File: config.mk
export PLATFORM = sky130hd
export DESIGN_NAME = system_reset_sequencer
export DESIGN_NICKNAME = d
export VERILOG_FILES = /design/src/rtl/rst_seq_pkg.sv /design/src/rtl/system_reset_sequencer.sv
export VERILOG_INCLUDE_DIRS = /design/src /design/src/rtl
export SDC_FILE = /design/constraint.sdc
export NUM_CORES = 1
export LEC_CHECK = 0
export ABC_AREA = 1
export BUFFER_PORTS_ARGS = -buffer_cell sky130_fd_sc_hd__buf_2
export CORE_AREA = 2 2 103 105
export CTS_CLUSTER_DIAMETER = 60
export DETAILED_ROUTE_END_ITERATION = 8
export DIE_AREA = 0 0 105 107
export HOLD_SLACK_MARGIN = 0.15
export PLACE_DENSITY = 0.74
export SYNTH_ARGS = -nofsm -noshare
export SYNTH_HDL_FRONTEND = slang
export SYNTH_SLANG_ARGS = --single-unit
File: constraint.sdc
create_clock -name clk -period 4 [get_ports clk]
set_clock_uncertainty 0.15 [all_clocks]
set_input_delay 0.8 -clock clk [delete_from_list [all_inputs] [get_ports clk]]
set_output_delay 0.8 -clock clk [all_outputs]
set_load 0.05 [all_outputs]
File: src/rtl/rst_seq_cfg.svh
`ifndef RST_SEQ_CFG_SVH
`define RST_SEQ_CFG_SVH

`define RST_CLK_PERIOD_NS   50
`define RST_TPOR_NS         30000
`define RST_TPOR_CYC        (`RST_TPOR_NS / `RST_CLK_PERIOD_NS)
`define RST_TBOR_NS         100000
`define RST_TBOR_CYC        (`RST_TBOR_NS / `RST_CLK_PERIOD_NS)
`define RST_TOSCD_FRC_NS    1100
`define RST_TOSCD_FRC_CYC   (`RST_TOSCD_FRC_NS / `RST_CLK_PERIOD_NS)
`define RST_TOSCD_LPRC_NS   70000
`define RST_TOSCD_LPRC_CYC  (`RST_TOSCD_LPRC_NS / `RST_CLK_PERIOD_NS)
`define RST_TOST_PERIODS    1024
`define RST_TLOCK_NS        1500000
`define RST_TFSCM_NS        900000
`define RST_POWERUP_TIMER_STEP_NS    2000000
`define RST_EXT_MIN_NS      200
`define RST_EXT_MIN_CYC     ((`RST_EXT_MIN_NS + `RST_CLK_PERIOD_NS - 1) / `RST_CLK_PERIOD_NS)

`define RST_REG_CAUSE       4'h0
`define RST_REG_OSCCTL      4'h4
`define RST_CAUSE_RESET     16'h0003
`define RST_CAUSE_WMASK     16'hC3FF
`define RST_CAUSE_BOR_KEEP  16'h01A1
`define RST_BIT_POR         0
`define RST_BIT_BOR         1
`define RST_BIT_WDTSOFT     5
`define RST_BIT_SWR         6
`define RST_BIT_EXT_RESET_FLAG        7
`define RST_OSCCTL_CUR_LSB  12

`define RST_OSC_FRC         3'h0
`define RST_OSC_FRCPLL      3'h1
`define RST_OSC_PRI         3'h2
`define RST_OSC_PRIPLL      3'h3
`define RST_OSC_SOSC        3'h4
`define RST_OSC_LPRC        3'h5
`define RST_VECTOR          24'h000000

`endif

File: src/rtl/rst_seq_pkg.sv
package rst_seq_pkg;

   typedef enum logic [3:0] {
      sPorHold, sBorHold, sPwrt, sOscd, sOst, sLock, sExtHold, sSwRst, sRun
   } rst_state_e;

   typedef struct packed {
      logic [3:0]  addr;
      logic [15:0] wdata;
      logic        wr;
      logic        rd;
   } reg_req_s;

   typedef struct packed {
      logic [2:0] initialOscSelect;
      logic [2:0] powerupDelaySelect;
      logic       wdtFuseEnable;
      logic       fscmEnable;
      logic       primaryIsExternal;
   } fuse_cfg_s;

endpackage : rst_seq_pkg

File: src/rtl/system_reset_sequencer.sv
// Decided for this implementation: the plain strobed port and the placing of the registers.
`timescale 1ns/10ps
`include "rst_seq_cfg.svh"
// What this block does
// Brown-out sets cause bit 1, sticky.
// Power-on sets cause bit 0.
// Software sets/clears flags, never causes reset.
// Watchdog fuse at 1 forces watchdog on.
// Cold reset loads initial oscillator select.
// Warm reset keeps current oscillator source.
// Power-on hold plus 30 us extension.
// Brown-out hold plus 100 us extension.
// Power-up timer holds reset, then releases.
// Three-bit select, eight delays 0-128 ms.
// Clock-ready delay depends on oscillator mode.
// Start-up timer counts 1024 oscillator periods.
// PLL modes add 1.5 ms lock wait.
// Start-up delay 1.1 us or 70 us.
// Fetch begins at address zero.
// Clock-fail monitor starts 900 us after ready.
// Brown-out plus power-up delay restarts on rise.
// Filtered reset pin low sets external flag.
// Supervisor may drive the reset pin.
// Reset instruction releases after one cycle.
// All delays but the start-up timer counted on internal reference clock.
module system_reset_sequencer #(
   parameter int unsigned PwrtStepCycles = `RST_POWERUP_TIMER_STEP_NS / `RST_CLK_PERIOD_NS,
   parameter int unsigned LockCycles     = `RST_TLOCK_NS / `RST_CLK_PERIOD_NS,
   parameter int unsigned FscmCycles     = `RST_TFSCM_NS / `RST_CLK_PERIOD_NS
) (
   input  wire logic                   clk,
   input  wire logic                   rst,
   input  wire rst_seq_pkg::reg_req_s  regReq,
   input  wire rst_seq_pkg::fuse_cfg_s cfg,
   input  wire logic                   supplyAbovePor,
   input  wire logic                   supplyAboveBor,
   input  wire logic                   ext_reset_pin_n,
   input  wire logic                   oscClkIn,
   input  wire logic                   swResetReq,
   output logic [15:0]                 rdata_q,
   output logic                        systemReset_q,
   output logic                        fetchStart_q,
   output logic [23:0]                 resetVector_q,
   output logic [2:0]                  currentOsc_q,
   output logic                        wdtEnable_q,
   output logic                        clockFailMonitorActive_q
);

   localparam logic [21:0] TporCyc  = 22'(`RST_TPOR_CYC);
   localparam logic [21:0] TborCyc  = 22'(`RST_TBOR_CYC);
   localparam logic [21:0] FrcCyc   = 22'(`RST_TOSCD_FRC_CYC);
   localparam logic [21:0] LprcCyc  = 22'(`RST_TOSCD_LPRC_CYC);
   localparam logic [21:0] OstCyc   = 22'(`RST_TOST_PERIODS);
   localparam logic [21:0] LockCyc  = 22'(LockCycles);
   localparam logic [21:0] StepCyc  = 22'(PwrtStepCycles);
   localparam logic [15:0] FscmCyc  = 16'(FscmCycles);
   localparam logic [3:0]  ExtMin   = 4'(`RST_EXT_MIN_CYC);

   ////////////////////////////////////////////////////////////////////////////
   // Pin synchronisers.

   logic [3:0] sync1_q;
   logic [3:0] sync2_q;
   logic       oscPrev_q;
   wire  [3:0] asyncIn = {oscClkIn, ext_reset_pin_n, supplyAboveBor, supplyAbovePor};

   // The reset pin may be driven straight by a supervisor, so it is treated as fully asynchronous.
   always_ff @(posedge clk) begin
      if (rst) begin
         sync1_q   <= 4'h4;
         sync2_q   <= 4'h4;
         oscPrev_q <= 1'b0;
      end else begin
         sync1_q   <= asyncIn;
         sync2_q   <= sync1_q;
         oscPrev_q <= sync2_q[3];
      end
   end

   wire porOk   = sync2_q[0];
   wire borOk   = sync2_q[1];
   wire extLow  = !sync2_q[2];
   wire oscEdge = sync2_q[3] && !oscPrev_q;

   ////////////////////////////////////////////////////////////////////////////
   // Reset pin glitch filter.

   logic [3:0] lowCnt_q;
   wire        extAccept = extLow && (lowCnt_q == ExtMin - 4'h1);

   always_ff @(posedge clk) begin
      if (rst || !extLow) begin
         lowCnt_q <= 4'h0;
      end else if (lowCnt_q != ExtMin) begin
         lowCnt_q <= lowCnt_q + 4'h1;
      end
   end

   ////////////////////////////////////////////////////////////////////////////
   // Oscillator mode decode and phase targets.

   rst_seq_pkg::rst_state_e state_q;
   rst_seq_pkg::rst_state_e stateD;
   logic [21:0]             cnt_q;

   wire [2:0] oscSel   = cfg.initialOscSelect;
   wire [2:0] pwrtSel  = cfg.powerupDelaySelect;
   wire       isPri    = (oscSel == `RST_OSC_PRI) || (oscSel == `RST_OSC_PRIPLL);
   wire       usesPll  = (oscSel == `RST_OSC_FRCPLL) || (oscSel == `RST_OSC_PRIPLL);
   wire       needOscd = !(isPri && cfg.primaryIsExternal);
   wire       needOst  = (isPri && !cfg.primaryIsExternal) || (oscSel == `RST_OSC_SOSC);
   wire [21:0] oscdCyc = (oscSel == `RST_OSC_LPRC) ? LprcCyc : FrcCyc;
   // Setting zero means no delay, the others double from 2 ms up to 128 ms.
   wire [21:0] pwrtCyc = (pwrtSel == 3'h0) ? 22'h0 : (StepCyc << (pwrtSel - 3'h1));

   rst_seq_pkg::rst_state_e afterOst;
   rst_seq_pkg::rst_state_e afterOscd;
   rst_seq_pkg::rst_state_e afterPwrt;
   assign afterOst  = usesPll ? rst_seq_pkg::sLock : rst_seq_pkg::sRun;
   assign afterOscd = needOst ? rst_seq_pkg::sOst : afterOst;
   assign afterPwrt = needOscd ? rst_seq_pkg::sOscd : afterOscd;

   wire [21:0] target =
      (state_q == rst_seq_pkg::sPorHold) ? TporCyc :
      (state_q == rst_seq_pkg::sBorHold) ? TborCyc :
      (state_q == rst_seq_pkg::sPwrt)    ? pwrtCyc :
      (state_q == rst_seq_pkg::sOscd)    ? oscdCyc :
      (state_q == rst_seq_pkg::sOst)     ? OstCyc  : LockCyc;

   // The start-up timer advances on oscillator edges, every other phase on the reference clock.
   wire        cntInc    = (state_q == rst_seq_pkg::sOst) ? oscEdge : 1'b1;
   wire [21:0] cntSum    = cnt_q + {21'h0, cntInc};
   wire        phaseDone = cntSum >= target;

   wire coldState = (state_q == rst_seq_pkg::sPorHold) || (state_q == rst_seq_pkg::sBorHold)
                    || (state_q == rst_seq_pkg::sPwrt);
   wire porEvt    = !porOk && (state_q != rst_seq_pkg::sPorHold);
   wire borEvt    = porOk && !borOk && (state_q != rst_seq_pkg::sPorHold)
                    && (state_q != rst_seq_pkg::sBorHold);

   ////////////////////////////////////////////////////////////////////////////
   // Sequencer.

   always_comb begin
      stateD = state_q;
      if (!porOk) begin
         stateD = rst_seq_pkg::sPorHold;
      end else if (!borOk && (state_q != rst_seq_pkg::sPorHold)) begin
         stateD = rst_seq_pkg::sBorHold;
      end else if (extAccept && !coldState) begin
         stateD = rst_seq_pkg::sExtHold;
      end else begin
         unique case (state_q)
            rst_seq_pkg::sPorHold: if (phaseDone) stateD = rst_seq_pkg::sBorHold;
            rst_seq_pkg::sBorHold: if (phaseDone) stateD = rst_seq_pkg::sPwrt;
            rst_seq_pkg::sPwrt:    if (phaseDone) stateD = afterPwrt;
            rst_seq_pkg::sOscd:    if (phaseDone) stateD = afterOscd;
            rst_seq_pkg::sOst:     if (phaseDone) stateD = afterOst;
            rst_seq_pkg::sLock:    if (phaseDone) stateD = rst_seq_pkg::sRun;
            rst_seq_pkg::sExtHold: if (!extLow) stateD = rst_seq_pkg::sRun;
            rst_seq_pkg::sSwRst:   stateD = rst_seq_pkg::sRun;
            rst_seq_pkg::sRun:     if (swResetReq) stateD = rst_seq_pkg::sSwRst;
            default:               stateD = rst_seq_pkg::sPorHold;
         endcase
      end
   end

   // A supply dip restarts the extension from zero rather than resuming it.
   wire cntClr = (stateD != state_q) || (state_q == rst_seq_pkg::sPorHold && !porOk)
                 || (state_q == rst_seq_pkg::sBorHold && !borOk);

   always_ff @(posedge clk) begin
      if (rst) begin
         state_q <= rst_seq_pkg::sPorHold;
         cnt_q   <= 22'h0;
      end else begin
         state_q <= stateD;
         cnt_q   <= cntClr ? 22'h0 : cntSum;
      end
   end

   ////////////////////////////////////////////////////////////////////////////
   // Clock-fail monitor start delay.

   logic [15:0] fscmCnt_q;
   wire         fscmCount = (state_q == rst_seq_pkg::sRun) && cfg.fscmEnable && !clockFailMonitorActive_q;

   always_ff @(posedge clk) begin
      if (rst || coldState) begin
         fscmCnt_q                <= 16'h0;
         clockFailMonitorActive_q <= 1'b0;
      end else if (fscmCount) begin
         fscmCnt_q                <= fscmCnt_q + 16'h1;
         clockFailMonitorActive_q <= (fscmCnt_q == FscmCyc - 16'h1);
      end
   end

   ////////////////////////////////////////////////////////////////////////////
   // Reset cause register and outputs.

   logic [15:0] cause_q;
   wire         causeHit = regReq.addr == `RST_REG_CAUSE;
   wire         swEntry  = (stateD == rst_seq_pkg::sSwRst) && (state_q != rst_seq_pkg::sSwRst);
   // A write only stores bits; no path leads from here to the sequencer.
   wire [15:0]  causeWr  = (regReq.wr && causeHit) ? (regReq.wdata & `RST_CAUSE_WMASK) : cause_q;
   wire [15:0]  causeClr = porEvt ? `RST_CAUSE_RESET :
                           borEvt ? ((causeWr & `RST_CAUSE_BOR_KEEP) | 16'h0002) : causeWr;
   // Hardware sets are ORed in last so an event beats a software clear in the same cycle.
   wire [15:0]  causeD   = causeClr | {8'h0, extAccept, swEntry, 6'h0};
   wire [15:0]  rdataD   = !regReq.rd ? 16'h0 :
                           causeHit ? cause_q :
                           (regReq.addr == `RST_REG_OSCCTL) ? {1'b0, currentOsc_q, 12'h0} : 16'h0;
   wire [2:0]   curOscD  = coldState ? oscSel : currentOsc_q;

   always_ff @(posedge clk) begin
      if (rst) begin
         cause_q       <= `RST_CAUSE_RESET;
         rdata_q       <= 16'h0;
         systemReset_q <= 1'b1;
         fetchStart_q  <= 1'b0;
         resetVector_q <= `RST_VECTOR;
         currentOsc_q  <= `RST_OSC_FRC;
         wdtEnable_q   <= 1'b1;
      end else begin
         cause_q       <= causeD;
         rdata_q       <= rdataD;
         systemReset_q <= stateD != rst_seq_pkg::sRun;
         fetchStart_q  <= (stateD == rst_seq_pkg::sRun) && (state_q != rst_seq_pkg::sRun);
         resetVector_q <= `RST_VECTOR;
         currentOsc_q  <= curOscD;
         wdtEnable_q   <= cfg.wdtFuseEnable | cause_q[`RST_BIT_WDTSOFT];
      end
   end

   ////////////////////////////////////////////////////////////////////////////
   // Checks.

   a_por_flag_set: assert property (@(posedge clk) disable iff (rst)
      porEvt |=> cause_q[`RST_BIT_POR] && cause_q[`RST_BIT_BOR])
      else $error("power-on flag not set");

   a_bor_flag_set: assert property (@(posedge clk) disable iff (rst)
      borEvt |=> cause_q[`RST_BIT_BOR] && cause_q[`RST_BIT_SWR] == 1'b0)
      else $error("brown-out flag not set");

   a_bor_flag_sticky: assert property (@(posedge clk) disable iff (rst)
      cause_q[`RST_BIT_BOR] && !(regReq.wr && causeHit) |=> cause_q[`RST_BIT_BOR])
      else $error("brown-out flag lost without a write");

   a_soft_write_safe: assert property (@(posedge clk) disable iff (rst)
      state_q == rst_seq_pkg::sRun && regReq.wr && !swResetReq && !extAccept && porOk && borOk
      |=> !systemReset_q && state_q == rst_seq_pkg::sRun)
      else $error("register write disturbed the reset state");

   a_wdt_fuse_on: assert property (@(posedge clk) disable iff (rst)
      cfg.wdtFuseEnable |=> wdtEnable_q)
      else $error("watchdog off while fuse forces it on");

   a_cold_osc_load: assert property (@(posedge clk) disable iff (rst)
      state_q == rst_seq_pkg::sPwrt |-> currentOsc_q == $past(cfg.initialOscSelect))
      else $error("cold reset did not load initial oscillator");

   a_warm_osc_keep: assert property (@(posedge clk) disable iff (rst)
      (state_q == rst_seq_pkg::sExtHold || state_q == rst_seq_pkg::sSwRst) |=> $stable(currentOsc_q))
      else $error("warm reset changed the oscillator");

   a_por_extension: assert property (@(posedge clk) disable iff (rst)
      state_q == rst_seq_pkg::sPorHold && stateD == rst_seq_pkg::sBorHold |-> cnt_q == TporCyc - 22'h1)
      else $error("power-on extension length wrong");

   a_bor_extension: assert property (@(posedge clk) disable iff (rst)
      state_q == rst_seq_pkg::sBorHold && stateD == rst_seq_pkg::sPwrt |-> cnt_q == TborCyc - 22'h1)
      else $error("brown-out extension length wrong");

   a_reset_held: assert property (@(posedge clk) disable iff (rst)
      state_q != rst_seq_pkg::sRun |-> systemReset_q)
      else $error("system reset released early");

   a_ost_periods: assert property (@(posedge clk) disable iff (rst)
      state_q == rst_seq_pkg::sOst && stateD != rst_seq_pkg::sOst && porOk && borOk && !extAccept
      |-> oscEdge && cnt_q == OstCyc - 22'h1)
      else $error("start-up timer period count wrong");

   a_fetch_vector: assert property (@(posedge clk) disable iff (rst)
      fetchStart_q |-> !systemReset_q && $past(systemReset_q) && resetVector_q == `RST_VECTOR)
      else $error("fetch start without reset release");

   a_clock_fail_monitor_start: assert property (@(posedge clk) disable iff (rst)
      $rose(clockFailMonitorActive_q) |-> $past(fscmCnt_q) == FscmCyc - 16'h1)
      else $error("clock-fail monitor started at wrong time");

   a_ext_filter: assert property (@(posedge clk) disable iff (rst)
      extAccept |-> $past(extLow) && $past(extLow, 2) && $past(extLow, 3))
      else $error("short reset pin pulse accepted");

   a_sw_release: assert property (@(posedge clk) disable iff (rst)
      state_q == rst_seq_pkg::sSwRst && porOk && borOk && !extAccept
      |=> state_q == rst_seq_pkg::sRun && fetchStart_q)
      else $error("software reset not released after one cycle");

   ////////////////////////////////////////////////////////////////////////////
   // Phase and flag checks that the bench reaches only through rarer paths.

   a_por_hold: assert property (@(posedge clk) disable iff (rst)
      !porOk |=> state_q == rst_seq_pkg::sPorHold && systemReset_q)
      else $error("supply below power-on threshold did not hold reset");

   a_bor_enter: assert property (@(posedge clk) disable iff (rst)
      porOk && !borOk && state_q != rst_seq_pkg::sPorHold |=> state_q == rst_seq_pkg::sBorHold)
      else $error("supply below brown-out threshold did not hold reset");

   a_bor_restart: assert property (@(posedge clk) disable iff (rst)
      state_q == rst_seq_pkg::sBorHold && !borOk |=> cnt_q == 22'h0)
      else $error("brown-out extension not restarted");

   a_powerup_timer_zero: assert property (@(posedge clk) disable iff (rst)
      state_q == rst_seq_pkg::sPwrt && pwrtSel == 3'h0 |=> state_q != rst_seq_pkg::sPwrt)
      else $error("zero power-up setting still waited");

   a_powerup_timer_first: assert property (@(posedge clk) disable iff (rst)
      state_q == rst_seq_pkg::sPwrt && stateD != rst_seq_pkg::sPwrt && pwrtSel == 3'h1 && porOk && borOk
      |-> cnt_q == StepCyc - 22'h1)
      else $error("shortest power-up delay length wrong");

   a_oscd_length: assert property (@(posedge clk) disable iff (rst)
      state_q == rst_seq_pkg::sOscd && stateD == afterOscd |-> cnt_q == oscdCyc - 22'h1)
      else $error("oscillator start-up delay length wrong");

   a_ost_hold_count: assert property (@(posedge clk) disable iff (rst)
      state_q == rst_seq_pkg::sOst && !oscEdge && stateD == rst_seq_pkg::sOst |=> cnt_q == $past(cnt_q))
      else $error("start-up timer moved without an oscillator edge");

   a_lock_length: assert property (@(posedge clk) disable iff (rst)
      state_q == rst_seq_pkg::sLock && stateD == rst_seq_pkg::sRun |-> cnt_q == LockCyc - 22'h1)
      else $error("lock wait length wrong");

   a_run_released: assert property (@(posedge clk) disable iff (rst)
      state_q == rst_seq_pkg::sRun && stateD == rst_seq_pkg::sRun |=> !systemReset_q)
      else $error("system reset asserted while running");

   a_pin_cold_ignored: assert property (@(posedge clk) disable iff (rst)
      coldState |=> state_q != rst_seq_pkg::sExtHold)
      else $error("reset pin acted during a cold reset");

   a_ext_flag_set: assert property (@(posedge clk) disable iff (rst)
      extAccept && !coldState && porOk && borOk |=> cause_q[`RST_BIT_EXT_RESET_FLAG] && state_q == rst_seq_pkg::sExtHold)
      else $error("accepted pin reset did not set its flag");

   a_ext_release: assert property (@(posedge clk) disable iff (rst)
      state_q == rst_seq_pkg::sExtHold && !extLow && porOk && borOk |=> state_q == rst_seq_pkg::sRun && fetchStart_q)
      else $error("pin reset not released when pin went high");

   a_sw_flag_set: assert property (@(posedge clk) disable iff (rst)
      swEntry |=> cause_q[`RST_BIT_SWR] && systemReset_q)
      else $error("reset instruction did not set its flag");

   a_monitor_cold_off: assert property (@(posedge clk) disable iff (rst)
      coldState |=> !clockFailMonitorActive_q)
      else $error("clock-fail monitor active during cold reset");

   a_monitor_disabled: assert property (@(posedge clk) disable iff (rst)
      !cfg.fscmEnable && !clockFailMonitorActive_q |=> !clockFailMonitorActive_q)
      else $error("clock-fail monitor started while disabled");

   a_wdt_soft_follow: assert property (@(posedge clk) disable iff (rst)
      !cfg.wdtFuseEnable |=> wdtEnable_q == $past(cause_q[`RST_BIT_WDTSOFT]))
      else $error("watchdog enable does not follow software bit");

   a_rdata_idle: assert property (@(posedge clk) disable iff (rst)
      !regReq.rd |=> rdata_q == 16'h0)
      else $error("read data present without a read");

endmodule : system_reset_sequencer

==> report_table.html <==
<table>
<tr><th>Metric</th><th>Value</th></tr>
<tr><th colspan="2">Timing</th></tr>
<tr><td>Tcrit/Tclk final</td><td>119%</td></tr>
<tr><td>Final min period</td><td>4.76 ns</td></tr>
<tr><td>Min setup slack post-route</td><td>-0.761 ns</td></tr>
<tr><td>Max-slew violation total from the final report</td><td>0</td></tr>
<tr><td>Final hold violation count</td><td>0</td></tr>
<tr><td>Number of failing setup endpoints in the final timing report</td><td>29</td></tr>
<tr><td>Achievable frequency</td><td>0.210 GHz</td></tr>
<tr><td>Unrepaired setup endpoints after global routing</td><td>true</td></tr>
<tr><th colspan="2">Power and ir drop</th></tr>
<tr><td>Sw Pwr</td><td>0.459 mW</td></tr>
<tr><td>Power after layout</td><td>1.74 mW</td></tr>
<tr><td>Worst IR Drop VDD</td><td>196 µV</td></tr>
<tr><td>Total leakage power</td><td>3.15 nW</td></tr>
<tr><td>Clock network fraction of design power</td><td>39.9%</td></tr>
<tr><td>Power per standard cell area</td><td>261 nW/µm²</td></tr>
<tr><td>Fraction of power consumed by sequential logic</td><td>51.2%</td></tr>
<tr><td>Cell internal power dissipation</td><td>1.28 mW</td></tr>
<tr><td>Combinational group share of total power</td><td>8.9%</td></tr>
<tr><td>Sw Ratio</td><td>26.4%</td></tr>
<tr><th colspan="2">Layout</th></tr>
<tr><td>Inserted Diodes</td><td>0</td></tr>
<tr><td>Layout overhead on the synthesized area</td><td>30.5%</td></tr>
<tr><td>Number of nets in the layout</td><td>950</td></tr>
<tr><td>Total non-filler cell area in the finished layout</td><td>6640 µm²</td></tr>
<tr><td>Number of cells in the finished layout apart from fillers</td><td>1020</td></tr>
<tr><td>Commonest non-fill, non-tap cell in the layout</td><td>inv_1</td></tr>
<tr><td>Top library cells by usage in the layout, fill and taps aside</td><td>125 x inv_1, 108 x nand2_1, 85 x buf_4</td></tr>
<tr><td>Layout cells sized above 1</td><td>30.9%</td></tr>
<tr><td>Number of filler instances in the final layout</td><td>846</td></tr>
<tr><th colspan="2">Synthesis</th></tr>
<tr><td>Summed instance area of the synthesized netlist</td><td>5090 µm²</td></tr>
<tr><td>Synth top area cells</td><td>dfxtp_1 35%, inv_1 9.8%, nand2_1 9.6%</td></tr>
<tr><td>Sequential-to-total area share from yosys stat</td><td>34.6%</td></tr>
<tr><td>Synth warn</td><td>0</td></tr>
<tr><td>Most area-hungry cell type in the Yosys netlist</td><td>dfxtp_1</td></tr>
<tr><td>Share of the synthesized area in the top cell type</td><td>34.6%</td></tr>
<tr><td>Register bit total from synthesis</td><td>88</td></tr>
<tr><td>Commonest register cell after synthesis</td><td>dfxtp_1</td></tr>
<tr><td>Number of enable flip-flop cells after synthesis</td><td>0</td></tr>
<tr><td>Distinct cell type count after synthesis</td><td>41</td></tr>
<tr><td>Average cell area after synthesis</td><td>6.96 µm²</td></tr>
<tr><td>Number of cells produced by synthesis</td><td>731</td></tr>
<tr><td>Fraction of registers with async set or reset after synthesis</td><td>0%</td></tr>
<tr><th colspan="2">Place</th></tr>
<tr><td>Number of port buffers</td><td>54</td></tr>
<tr><td>Estimated wirelength of the detail-placed design</td><td>8930 µm</td></tr>
<tr><td>Routability congestion estimate from global placement</td><td>0.914</td></tr>
<tr><td>Area after detailed placement</td><td>5770 µm²</td></tr>
<tr><td>Inst Count DP</td><td>960</td></tr>
<tr><th colspan="2">CTS</th></tr>
<tr><td>Number of buffers on the longest clock path</td><td>2</td></tr>
<tr><td>Worst-path clk slew</td><td>0.09 ns</td></tr>
<tr><td>Inserted Clock Buffers</td><td>9</td></tr>
<tr><td>Htree depth</td><td>3</td></tr>
<tr><td>Clk_lat worst skew</td><td>0.37 ns</td></tr>
<tr><td>TritonCTS clock tree</td><td>yes</td></tr>
<tr><td>Clock sinks</td><td>88</td></tr>
<tr><td>Cell at the root of the clock tree</td><td>clkbuf_8</td></tr>
<tr><td>CTS hold repair buffers</td><td>0</td></tr>
<tr><th colspan="2">Hold path</th></tr>
<tr><td>Start point of the worst hold path</td><td>sync1_q[3]</td></tr>
<tr><td>Cell depth of the worst min-delay path</td><td>2</td></tr>
<tr><td>Worst Hold Path EP</td><td>sync2_q[3]</td></tr>
<tr><td>Class of the tightest hold or removal check</td><td>flip-flop to flip-flop</td></tr>
<tr><th colspan="2">Critical path</th></tr>
<tr><td>Highest fanout seen on the critical path</td><td>8</td></tr>
<tr><td>Depth of the most critical reg-to-reg path</td><td>35</td></tr>
<tr><td>Sort of element at the start of the critical path</td><td>flip-flop</td></tr>
<tr><td>Crit Reg-Reg Startpoint</td><td>state_q[2]</td></tr>
<tr><td>Critical path arrival</td><td>4.92 ns</td></tr>
<tr><td>R2R setup slack</td><td>-0.76 ns</td></tr>
<tr><td>Worst setup path class</td><td>flip-flop to flip-flop</td></tr>
<tr><td>Critical-path cell with the highest stage delay</td><td>dfxtp_2</td></tr>
<tr><td>Reg-to-reg critical path endpoint</td><td>cnt_q[11]</td></tr>
<tr><td>Data required, critical path</td><td>4.15 ns</td></tr>
<tr><td>Crit path largest cell delay</td><td>0.33 ns</td></tr>
<tr><td>Worst setup EP type</td><td>flip-flop</td></tr>
<tr><td>Worst path most repeated cell</td><td>nor2_2</td></tr>
<tr><th colspan="2">Global route</th></tr>
<tr><td>Pin count of the biggest net entering global routing</td><td>20</td></tr>
<tr><td>Vias in the first global route</td><td>5002</td></tr>
<tr><td>Global-route congestion overflow total</td><td>0</td></tr>
<tr><td>First-pass GRT wire length</td><td>21900 µm</td></tr>
<tr><td>Global Route Usage Sum</td><td>24.1%</td></tr>
<tr><td>Initial antenna violation count</td><td>0</td></tr>
<tr><th colspan="2">Floorplan</th></tr>
<tr><td>DIE WIDTH</td><td>105 µm</td></tr>
<tr><td>Die Y-Extent</td><td>107 µm</td></tr>
<tr><td>Starting density of the core</td><td>50.4%</td></tr>
<tr><td>FP Rows</td><td>37</td></tr>
<tr><td>Floorplan die area</td><td>11200 µm²</td></tr>
<tr><td>Number of ports placed on the die boundary</td><td>85</td></tr>
<tr><td>Core Region</td><td>10100 µm²</td></tr>
<tr><th colspan="2">Run status</th></tr>
<tr><td>Outcome</td><td>complete, but fails checks</td></tr>
<tr><td>Violated checks</td><td>setup timing</td></tr>
<tr><th colspan="2">Routing</th></tr>
<tr><td>Detailed Route Iter0 Violations</td><td>356</td></tr>
<tr><td>Number of search-and-repair iterations in the first detailed-routing pass</td><td>6</td></tr>
<tr><td>Routed wirelength normalized by instance count</td><td>13.9 µm</td></tr>
<tr><td>Residual DRC</td><td>0</td></tr>
<tr><td>Residual antenna-violating net count after detailed routing</td><td>0</td></tr>
<tr><td>WL final</td><td>14200 µm</td></tr>
<tr><td>Vias post-DR</td><td>5192</td></tr>
<tr><td>Number of vias per cell</td><td>5.09</td></tr>
<tr><th colspan="2">Job</th></tr>
<tr><td>Max-cap violations</td><td>0</td></tr>
</table>
worst max path at each step:
stage | from | endpoint | slack (ns) | depth (start not counted)
global placement | state_q[2] | cnt_q[1] | -0.44 | 33
CTS | state_q[2] | cnt_q[11] | -0.48 | 34
detailed placement | state_q[2] | cnt_q[11] | -0.58 | 34
global route | state_q[2] | cnt_q[11] | -0.98 | 35
finish | state_q[2] | cnt_q[11] | -0.76 | 35
floorplan | state_q[2] | cnt_q[16] | -0.07 | 34
sequential cells by signal, indices dropped and copies added, names as in the netlist, 3 cells and up, named ones only:
name / cells
cause_q: 9
cnt_q: 22
currentOsc_q: 3
fscmCnt_q: 16
lowCnt_q: 4
rdata_q: 14
state_q: 4
sync1_q: 4
sync2_q: 4
logic make-up (layout without fill, tap and decap cells):
logic type               Yosys count  after routing  synth area share (%)
AO/OA/AOI/OAI                     91             91                  9.83
XOR/XNOR                          22             22                  3.79
adder cells (fa/ha/maj)           32             32                  7.87
buffers and inverters            171            299                  14.8
flip-flops                        88             88                  34.6
other                              1             26                0.0737
AND/OR/NAND/NOR                  326            326                  29.0
cell type report:
cell class                 count  area [µm²]  area share (%)
timing repair buffer         147        1020            15.4
multi-input combinational    497        2950            44.5
tap                          136         170            2.56
clock inverter                 6        93.8            1.41
inverter                     137         514            7.74
clock buffer                   9         124            1.86
sequential                    88        1770            26.6
worst max-delay path: cells and delay by family (launching register included):
| kind | cells | cell delay (ns) |
|---|---|---|
| AOI/OAI and AO/OA | 1 | 0.08 |
| xor gates and xnor gates | 1 | 0.22 |
| adders and majority gates | 2 | 0.55 |
| buffers and inverters | 6 | 0.78 |
| DFF | 1 | 0.33 |
| and+or+nand+nor | 25 | 2.56 |
power by group through the flow:
stage	sequential, mW	clock [mW]	combinational (mW)
after global placement	0.909	0	0.144
after CTS	0.889	0.700	0.148
after detailed placement	0.909	0	0.146
after global routing	0.891	0.740	0.166
final	0.889	0.693	0.155
after floorplan	0.917	0	0.113
synth_stat cells (2+ instances only):
| master | number |
|---|---|
| a211oi_1 | 2 |
| a21oi_1 | 38 |
| buf_4 | 26 |
| buf_6 | 2 |
| clkbuf_1 | 6 |
| dfxtp_1 | 88 |
| ha_1 | 32 |
| inv_1 | 133 |
| inv_2 | 4 |
| nand2_1 | 130 |
| nand2_2 | 4 |
| nand3_1 | 28 |
| nand3_2 | 9 |
| nand4_1 | 9 |
| nor2_1 | 104 |
| nor2_2 | 14 |
| nor3_1 | 12 |
| nor4_1 | 6 |
| o211ai_1 | 4 |
| o21ai_0 | 35 |
| o22ai_1 | 2 |
| or2_2 | 4 |
| xnor2_1 | 6 |
| xor2_1 | 16 |
metrics by stage:
step	setup TNS [ns]	utilization [%]	worst slack [ns]	hold WS, ns
after floorplan	-1.30	-	-0.0716	0.238
after global routing	-25.39	65.8	-0.977	0.276
final	-19.07	65.8	-0.761	0.259
after detailed placement	-13.83	57.1	-0.583	0.247
after CTS	-11.40	63.7	-0.478	0.260
after global placement	-11.00	57.1	-0.441	0.240
per-layer routing:
layer  track usage (%)  vias up  wire length (µm)
li1                  -     2533                 -
met1              27.3     2391              5660
met2              43.0      201              7170
met3              4.56       67               767
met4              12.3        0               604
met5                 0        -                 0
what timing repair did:
action,CTS,global route
setup endpoints to repair,29,29
resized for setup,50,44
pin swaps,26,15
setup buffers,41,7
gates cloned,0,1
Note: power is estimated with default switching activity, not from simulation.
